**src/hw/iopfs_pkg.sv**
```systemverilog
// package of constants for the port function select block
package iopfs_pkg;
  // ----------------------------------------
  // operating modes
  // ----------------------------------------
  localparam logic [1:0] MODE_1 = 2'h1;
  localparam logic [1:0] MODE_2 = 2'h2;
  localparam logic [1:0] MODE_3 = 2'h3;
  // ----------------------------------------
  // pin positions and reset values
  // ----------------------------------------
  localparam int P4_IRQ_BIT = 0;
  localparam int P4_CLK_BIT = 6;
  localparam int P5_TX_BIT = 0;
  localparam int P5_RX_BIT = 1;
  localparam int P5_SCK_BIT = 2;
  localparam int P2_SERIAL1_CLOCK_PIN_BIT = 7;
  localparam int P2_RX1_BIT = 6;
  localparam int P2_TX1_BIT = 5;
  localparam int P2_TWOWIRE1_CLOCK_PIN_BIT = 4;
  localparam int P2_TWOWIRE1_DATA_PIN_BIT = 3;
  localparam int P2_UPPER_LO = 4;
  localparam logic [7:0] DIR_RESET = 8'h00;
  localparam logic [7:0] OUT_RESET = 8'h00;
  localparam logic [7:0] PULLUP_RESET = 8'h00;
endpackage

```
**src/hw/iopfs_top.sv**
```systemverilog
// port function select logic for seven ports
`timescale 1ns/10ps
// ----------------------------------------
// Summary of operation
// - bidirectional ports hold direction and output value registers; port 7 none
// - six bidirectional ports one to six, and input-only port seven
// - ports one to three have pull-up control registers per pin
// - modes 2/3 expanded: port 1 input at dir 0, address or pwm at dir 1
// - modes 2/3 expanded: port 2 dir 0 is input, serial one or blanking
// - modes 2/3 expanded: port 2 dir 1 drives upper address or top pwm
// - modes 2/3 expanded: top four port 2 pins may be ports, serial, blanking
// - single chip: port 2 general io plus pwm, serial one, blanking, two-wire
// - modes 2/3: clock pin input at dir 0, system clock out at dir 1
// - lowest port 4 pin also interrupt two and converter trigger
// - port 5 pins also serial zero transmit, receive and shared clock
// ----------------------------------------
module iopfs_top #(
  parameter int W = 8,
  parameter int P5W = 3
) (
  // clock, reset, enable
  input wire logic clk,
  input wire logic rst_n,
  input wire logic clk_en,
  // mode selection
  input wire logic [1:0] op_mode,
  input wire logic expansion_enable,
  // register write port: sel 1..6 picks port, kind 0 dir 1 value 2 pull-up
  input wire logic reg_wr,
  input wire logic [2:0] reg_sel,
  input wire logic [1:0] reg_kind,
  input wire logic [W-1:0] reg_wdata,
  // alternate function requests
  input wire logic [15:0] bus_addr,
  input wire logic [W-1:0] bus_wdata,
  input wire logic bus_drive_data,
  input wire logic [15:0] pulse_width_out,
  input wire logic pwm_sel_p1,
  input wire logic pwm_sel_p2,
  input wire logic serial1_enable,
  input wire logic serial1_transmit_pin,
  input wire logic serial1_clock_out,
  input wire logic serial1_clock_oe,
  input wire logic timer_blanking_out,
  input wire logic blanking_enable,
  input wire logic twowire1_enable,
  input wire logic twowire1_clock_low,
  input wire logic twowire1_data_low,
  input wire logic serial0_enable,
  input wire logic serial0_transmit_pin,
  input wire logic serial0_clock_out,
  input wire logic serial0_clock_oe,
  input wire logic sys_clock_tick,
  // pin inputs
  input wire logic [W-1:0] p1_in,
  input wire logic [W-1:0] p2_in,
  input wire logic [W-1:0] p3_in,
  input wire logic [W-1:0] p4_in,
  input wire logic [P5W-1:0] p5_in,
  input wire logic [W-1:0] p6_in,
  input wire logic [W-1:0] p7_in,
  // pin outputs and enables (enable low = driving)
  output logic [W-1:0] p1_out,
  output logic [W-1:0] p1_oe_n,
  output logic [W-1:0] p2_out,
  output logic [W-1:0] p2_oe_n,
  output logic [W-1:0] p3_out,
  output logic [W-1:0] p3_oe_n,
  output logic [W-1:0] p4_out,
  output logic [W-1:0] p4_oe_n,
  output logic [P5W-1:0] p5_out,
  output logic [P5W-1:0] p5_oe_n,
  output logic [W-1:0] p6_out,
  output logic [W-1:0] p6_oe_n,
  // pull-up enables for ports 1 to 3
  output logic [W-1:0] p1_pullup_on,
  output logic [W-1:0] p2_pullup_on,
  output logic [W-1:0] p3_pullup_on,
  // pin levels seen by internal modules
  output logic [W-1:0] port_read_1,
  output logic [W-1:0] port_read_2,
  output logic [W-1:0] port_read_3,
  output logic [W-1:0] port_read_4,
  output logic [P5W-1:0] port_read_5,
  output logic [W-1:0] port_read_6,
  output logic [W-1:0] port_read_7,
  output logic [W-1:0] bus_rdata,
  output logic serial1_receive_pin,
  output logic serial1_clock_pin,
  output logic serial0_receive_pin,
  output logic serial0_clock_pin,
  output logic external_clock_in,
  output logic external_interrupt_2,
  output logic converter_trigger_in
);

  // ----------------------------------------
  // register storage
  // ----------------------------------------
  logic [W-1:0] dir_q [1:6];
  logic [W-1:0] pin_output_value_reg_q [1:6];
  logic [W-1:0] pullup_control_reg_q [1:3];

  // decoded modes
  logic mode1;
  logic expanded;
  logic single_chip;
  assign mode1 = (op_mode == iopfs_pkg::MODE_1);
  assign expanded = ((op_mode == iopfs_pkg::MODE_2) || (op_mode == iopfs_pkg::MODE_3)) && expansion_enable;
  assign single_chip = !mode1 && !expanded;

  // one write decode used for every port and register kind
  function automatic logic hit(input logic [2:0] sel, input int idx, input logic [1:0] kind, input int k);
    hit = reg_wr && (sel == idx[2:0]) && (kind == k[1:0]);
  endfunction

  // ----------------------------------------
  // direction, value and pull-up registers
  // ----------------------------------------
  // port 7 has no slot: writes with sel 7 or 0 are ignored
  generate
    for (genvar i = 1; i <= 6; i++) begin : g_regs
      always_ff @(posedge clk or negedge rst_n) begin
        if (!rst_n) begin
          dir_q[i] <= iopfs_pkg::DIR_RESET;
          pin_output_value_reg_q[i] <= iopfs_pkg::OUT_RESET;
        end else if (clk_en) begin
          if (hit(reg_sel, i, reg_kind, 0)) begin
            dir_q[i] <= reg_wdata;
          end
          if (hit(reg_sel, i, reg_kind, 1)) begin
            pin_output_value_reg_q[i] <= reg_wdata;
          end
        end
      end
    end
    for (genvar j = 1; j <= 3; j++) begin : g_pull
      always_ff @(posedge clk or negedge rst_n) begin
        if (!rst_n) begin
          pullup_control_reg_q[j] <= iopfs_pkg::PULLUP_RESET;
        end else if (clk_en && hit(reg_sel, j, reg_kind, 2)) begin
          pullup_control_reg_q[j] <= reg_wdata;
        end
      end
    end
  endgenerate

  // ----------------------------------------
  // combinational pin function select
  // ----------------------------------------
  logic [W-1:0] p1_d, p1_en, p2_d, p2_en, p3_d, p3_en, p4_d, p4_en, p6_d, p6_en;
  logic [P5W-1:0] p5_d, p5_en;

  // port 1: address low byte or pwm low outputs
  always_comb begin
    p1_d = pin_output_value_reg_q[1];
    p1_en = dir_q[1];
    if (mode1) begin
      p1_d = bus_addr[7:0];
      p1_en = '1;
    end else if (expanded) begin
      p1_d = pwm_sel_p1 ? pulse_width_out[7:0] : bus_addr[7:0];
      p1_en = dir_q[1];
    end else if (pwm_sel_p1) begin
      p1_d = pulse_width_out[7:0];
    end
  end

  // port 2: address high byte, pwm, serial one, blanking, two-wire one
  always_comb begin
    p2_d = pin_output_value_reg_q[2];
    p2_en = dir_q[2];
    if (mode1) begin
      p2_d = bus_addr[15:8];
      p2_en = '1;
    end else if (expanded) begin
      // lower four pins follow address at dir 1; upper four may be ports
      p2_d[iopfs_pkg::P2_UPPER_LO-1:0] = bus_addr[11:8];
      p2_d[W-1:iopfs_pkg::P2_UPPER_LO] = pwm_sel_p2 ? pulse_width_out[15:12] : bus_addr[15:12];
      if (!pwm_sel_p2 && !serial1_enable && !blanking_enable) begin
        p2_d[W-1:iopfs_pkg::P2_UPPER_LO] = bus_addr[15:12];
      end
      if (serial1_enable || blanking_enable) begin
        p2_d[W-1:iopfs_pkg::P2_UPPER_LO] = pin_output_value_reg_q[2][W-1:iopfs_pkg::P2_UPPER_LO];
      end
    end else begin
      if (pwm_sel_p2) begin
        p2_d = pulse_width_out[15:8];
      end
      if (twowire1_enable) begin
        p2_d[iopfs_pkg::P2_TWOWIRE1_CLOCK_PIN_BIT] = 1'b0;
        p2_d[iopfs_pkg::P2_TWOWIRE1_DATA_PIN_BIT] = 1'b0;
        p2_en[iopfs_pkg::P2_TWOWIRE1_CLOCK_PIN_BIT] = twowire1_clock_low;
        p2_en[iopfs_pkg::P2_TWOWIRE1_DATA_PIN_BIT] = twowire1_data_low;
      end
    end
    // serial one and blanking override regardless of dir in modes 2/3
    if (!mode1 && serial1_enable) begin
      p2_d[iopfs_pkg::P2_TX1_BIT] = serial1_transmit_pin;
      p2_en[iopfs_pkg::P2_TX1_BIT] = 1'b1;
      p2_en[iopfs_pkg::P2_RX1_BIT] = 1'b0;
      p2_d[iopfs_pkg::P2_SERIAL1_CLOCK_PIN_BIT] = serial1_clock_out;
      p2_en[iopfs_pkg::P2_SERIAL1_CLOCK_PIN_BIT] = serial1_clock_oe;
    end
    if (!mode1 && blanking_enable) begin
      p2_d[iopfs_pkg::P2_SERIAL1_CLOCK_PIN_BIT] = timer_blanking_out;
      p2_en[iopfs_pkg::P2_SERIAL1_CLOCK_PIN_BIT] = 1'b1;
    end
  end

  // port 3: data bus in mode 1, general io otherwise
  always_comb begin
    p3_d = pin_output_value_reg_q[3];
    p3_en = dir_q[3];
    if (mode1) begin
      p3_d = bus_wdata;
      p3_en = {W{bus_drive_data}};
    end
  end

  // port 4: clock pin, interrupt/trigger pin; port 5: serial zero
  always_comb begin
    p4_d = pin_output_value_reg_q[4];
    p4_en = dir_q[4];
    if (dir_q[4][iopfs_pkg::P4_CLK_BIT]) begin
      p4_d[iopfs_pkg::P4_CLK_BIT] = sys_clock_tick;
    end
    p5_d = pin_output_value_reg_q[5][P5W-1:0];
    p5_en = dir_q[5][P5W-1:0];
    if (serial0_enable) begin
      p5_d[iopfs_pkg::P5_TX_BIT] = serial0_transmit_pin;
      p5_en[iopfs_pkg::P5_TX_BIT] = 1'b1;
      p5_en[iopfs_pkg::P5_RX_BIT] = 1'b0;
      p5_d[iopfs_pkg::P5_SCK_BIT] = serial0_clock_out;
      p5_en[iopfs_pkg::P5_SCK_BIT] = serial0_clock_oe;
    end
    p6_d = pin_output_value_reg_q[6];
    p6_en = dir_q[6];
  end

  // ----------------------------------------
  // registered pin outputs
  // ----------------------------------------
  // registering costs one cycle of latency on every alternate function
  always_ff @(posedge clk or negedge rst_n) begin
    if (!rst_n) begin
      {p1_out, p2_out, p3_out, p4_out, p5_out, p6_out} <= '0;
      {p1_oe_n, p2_oe_n, p3_oe_n, p4_oe_n, p5_oe_n, p6_oe_n} <= '1;
    end else if (clk_en) begin
      p1_out <= p1_d;
      p1_oe_n <= ~p1_en;
      p2_out <= p2_d;
      p2_oe_n <= ~p2_en;
      p3_out <= p3_d;
      p3_oe_n <= ~p3_en;
      p4_out <= p4_d;
      p4_oe_n <= ~p4_en;
      p5_out <= p5_d;
      p5_oe_n <= ~p5_en;
      p6_out <= p6_d;
      p6_oe_n <= ~p6_en;
    end
  end

  // pull-ups only act on pins in input mode
  always_ff @(posedge clk or negedge rst_n) begin
    if (!rst_n) begin
      {p1_pullup_on, p2_pullup_on, p3_pullup_on} <= '0;
    end else if (clk_en) begin
      p1_pullup_on <= pullup_control_reg_q[1] & ~p1_en;
      p2_pullup_on <= pullup_control_reg_q[2] & ~p2_en;
      p3_pullup_on <= pullup_control_reg_q[3] & ~p3_en;
    end
  end

  // ----------------------------------------
  // registered pin reads and alternate inputs
  // ----------------------------------------
  always_ff @(posedge clk or negedge rst_n) begin
    if (!rst_n) begin
      {port_read_1, port_read_2, port_read_3, port_read_4, port_read_6, port_read_7, bus_rdata} <= '0;
      port_read_5 <= '0;
      {serial1_receive_pin, serial1_clock_pin, serial0_receive_pin, serial0_clock_pin} <= 4'hf;
      {external_clock_in, external_interrupt_2, converter_trigger_in} <= 3'h7;
    end else if (clk_en) begin
      port_read_1 <= p1_in;
      port_read_2 <= p2_in;
      port_read_3 <= p3_in;
      port_read_4 <= p4_in;
      port_read_5 <= p5_in;
      port_read_6 <= p6_in;
      port_read_7 <= p7_in;
      bus_rdata <= p3_in;
      serial1_receive_pin <= p2_in[iopfs_pkg::P2_RX1_BIT];
      serial1_clock_pin <= p2_in[iopfs_pkg::P2_SERIAL1_CLOCK_PIN_BIT];
      serial0_receive_pin <= p5_in[iopfs_pkg::P5_RX_BIT];
      serial0_clock_pin <= p5_in[iopfs_pkg::P5_SCK_BIT];
      external_clock_in <= p4_in[iopfs_pkg::P4_CLK_BIT];
      external_interrupt_2 <= p4_in[iopfs_pkg::P4_IRQ_BIT];
      converter_trigger_in <= p4_in[iopfs_pkg::P4_IRQ_BIT];
    end
  end

endmodule

```
**config.mk**
```make
export PLATFORM = sky130hd
export DESIGN_NAME = iopfs_top
export DESIGN_NICKNAME = d
export VERILOG_FILES = /design/src/hw/iopfs_pkg.sv /design/src/hw/iopfs_top.sv
export SDC_FILE = /design/constraint.sdc
export NUM_CORES = 1
export LEC_CHECK = 0
export BUFFER_PORTS_ARGS = -buffer_cell sky130_fd_sc_hd__buf_2
export CORE_MARGIN = 2
export CORE_UTILIZATION = 45
export DETAILED_ROUTE_END_ITERATION = 12
export PLACE_DENSITY = 0.8
export SLEW_MARGIN = 20
export SYNTH_ARGS = -nofsm -noshare
export SYNTH_HDL_FRONTEND = slang
export SYNTH_SLANG_ARGS = --single-unit
```
**constraint.sdc**
```tcl
create_clock -name clk -period 1.2 [get_ports clk]
set_input_delay 0.06 -clock clk [delete_from_list [all_inputs] [get_ports clk]]
set_output_delay 0.06 -clock clk [all_outputs]
set_load 0.02 [all_outputs]
```
==> impl_metrics.toml <==
[outcome]
status = "complete, but fails checks"
violations = "hold timing, setup timing"

[worst_setup_path]
crit_chain = "buf_6"
cp_max_fo = 3
cpPeakStageDelay_ns = 0.56
slowest_stage = "dfstp_2"
cp_num_buf_inv = 1
crit_path_end_kind = "output pin"
start_kind = "flip-flop"
arrival_ns = 1.23
critical_path_class = "flip-flop to output pin"
path_delay_family = "flip-flops"
required_ns = 1.14

[grt]
grt_start_max_net_pins = 56
grt_pass1_vias = 9122
grt-ovfl-total = 0
grt_util_all_layers_pct = 23.50
antenna_found_initial = 5
grtUsageMet2_pct = 38.72
top_usage_layer = "met2"
grtUsageMet1_pct = 29.15
grt_pass1_wl_mm = 49.00
use_met3_pct = 3.788

[clock_network]
clkTransAtPathRegs_ns = 0.06
worstSkewPairLatency_ns = 0.54
cts_max_level = 1
cts_tree = "built"
numClockSinks = 277
cts_made_buffers = 30
cts-root-buf = "clkbuf_16"
clockBufferDepth = 3

[synthesis]
syn-cell-area_um2 = 11540
synth_fp_nets = 1011
synthAdderAreaFrac_pct = 0
synth_xor_area_share_pct = 0
synth_seq_area_share_pct = 60.57
syn_area_per_cell_um2 = 13.07
ys_top_cells_by_area = "dfrtp_1 (49%), mux2_2 (20%), dfstp_2 (11%)"
synth_warnings = 0
yosysMostFrequentCell = "dfrtp_1"
netlist_top_cells_count = "dfrtp_1 (228), mux2_2 (202), inv_1 (57), dfstp_2 (49), nand2_1 (43)"
async_flop_share_pct = 100.0
synth.area.mux_share_pct = 22.61
ys.flop_type = "dfrtp_1"
synth_top_area_share_pct = 49.42
synth_simple_gate_area_share_pct = 6.600
ys_types = 53
synth_top_cell_by_area = "dfrtp_1"
yosys_register_bits = 277
synth_top_family_by_area = "multiplexers"
synth_compound_area_share_pct = 5.831
syn_inst = 883
synth_edf_count = 0

[pwr]
ir_drop_uv = 1270
cellPowerDensity_nw_per_um2 = 1594
leakagePower_nw = 8.049

[cells_and_area]
largest_registers = "dir_q: 27 flops, pin_output_value_reg_q: 27 flops, pullup_control_reg_q: 24 flops"
instances_no_fill = 1688
nFillCells = 1751
drive_gt1_share_pct = 52.00
final_cell_area_um2 = 16530
syn2layout_area_growth_pct = 43.16
nets = 1457

[placement]
dp_hpwl_mm = 20.09
placed_cells = 1509
place_ws_ns = -0.2621
placed_cell_area_um2 = 13750
port_buffers = 303
routabilityCongestion = 0.8168

[floorplan]
rows = 58
die_h_um = 164.2
dieArea_um2 = 26950
fp.dieW_um = 164.2
initial_utilization_pct = 45.85
fp.coreArea_um2 = 25180
io_pins = 304

[timing]
rsz0062_at_grt = "yes"
final-hold-violation-count = 11
finalMaxSlewViolations = 0
worst_pin_slew_ns = 0.5336
relSlewSlack_pct = 64.43
timing.hold.ws_ns = -0.02458
max_clock_freq_mhz = 776.8
min_period_over_period_pct = 107.3
fin_crit_ns = 1.287
finalWorstSetupSlack_ns = -0.08727
setup_viol = 89
finClkSkew_ns = 0.008683

[detailed_routing]
vias_per_cell = 5.274
drtIter0Drc = 660
drc = 0
ant_nets = 0
finalWirelength_mm = 33.53
vias = 8903
firstDrtPassIters = 7
wire_per_inst_um = 19.86

[hold_path]
hold_class = "input port to async pin"

[run]
maxCapViolations = 0
[path summary, 6_finish.rpt]
kind	start	end	slack [ns]	cells past startpoint
worst max-delay path	converter_trigger_in$_DFFE_PN1P_	converter_trigger_in	-0.09	1
worst min-delay path	rst_n	pin_output_value_reg_q[26]$_DFFE_PN0P_	-0.02	2
worst max register to register	pin_output_value_reg_q[38]$_DFFE_PN0P_	p2_out[6]$_DFFE_PN0P_	-0.04	3
worst min register to register	p4_en[4]$_DFFE_PN0P_	p4_oe_n[4]$_DFFE_PN1P_	0.41	1
max in group asynchronous	rst_n	pin_output_value_reg_q[31]$_DFFE_PN0P_	0.20	3
min in group clk	bus_addr[13]	p2_out[5]$_DFFE_PN0P_	0.01	4
[area by class of cell]
type / instances / area, um2 / area share (%)
clock inverter: 6 / 130.1 / 0.7873
tap: 330 / 412.9 / 2.498
sequential: 277 / 6993 / 42.31
multi-input combinational: 491 / 4103 / 24.82
clock buffer: 49 / 933.4 / 5.648
antenna: 6 / 15.01 / 0.09085
timing repair buffer: 471 / 3722 / 22.52
inverter: 58 / 217.7 / 1.317
[placed cells by master (no fill, tap or decap), types with 4 or more instances in the layout]
cell type / synthesis / final
buf_2: 27 / 237
dfrtp_1: 228 / 228
mux2_2: 202 / 201
dlygate4sd3_1: 0 / 103
buf_6: 1 / 62
inv_1: 57 / 57
dfstp_2: 49 / 49
buf_4: 9 / 48
nand2_1: 43 / 43
nor2_1: 42 / 42
o21ai_0: 40 / 39
clkbuf_16: 0 / 35
mux2i_1: 29 / 29
a21oi_1: 26 / 26
a31oi_1: 18 / 18
nand3_1: 15 / 14
nor2b_1: 13 / 11
a31o_2: 10 / 10
clkbuf_8: 0 / 10
buf_12: 0 / 10
clkbuf_1: 17 / 9
diode_2: 0 / 6
nand2_2: 5 / 5
mux2_1: 4 / 4
bufinv_16: 0 / 4
buf_16: 0 / 4
[metrics by stage]
| stage | total power [mW] | setup TNS, ns | util, % |
|---|---|---|---|
| 5_1_grt | 27.40 | -6.399 | 65.62 |
| 3_5_place_dp | 15.74 | -12.90 | 54.60 |
| 6_report | 26.35 | -3.619 | 65.63 |
| 4_1_cts | 26.20 | -3.853 | 64.31 |
| 3_3_place_gp | 15.59 | -9.915 | 54.60 |
| 2_1_floorplan | 13.92 | 0 | - |
[what timing repair did]
action,CTS,global route
endpoints found under the hold margin,351,10
pin swaps,3,2
gates cloned,0,4
setup endpoints to repair,54,149
buffers inserted,4,7
gates resized for setup,105,39
hold buffers,102,2
[routing by layer]
layer | up-vias | part of all wire [%]
li1 | 3934 | -
met1 | 4471 | 40
met2 | 365 | 50
met3 | 133 | 4.9
met4 | 0 | 5.5
met5 | - | 0
[power by group]
part / internal [mW] / switching [mW]
clock: 6.13 / 3.66
sequential: 10.7 / 0.725
combinational: 2.49 / 2.64
total: 19.3 / 7.03
[logic make-up (layout without fill, tap and decap cells)]
kind of cell           Yosys count  after routing
buffers and inverters          115            584
DFF                            277            277
muxes                          235            235
and+or+nand+nor                144            144
AOI/OAI and AO/OA              112            112
other                            0              6
Power figures use the tool's default switching activity.
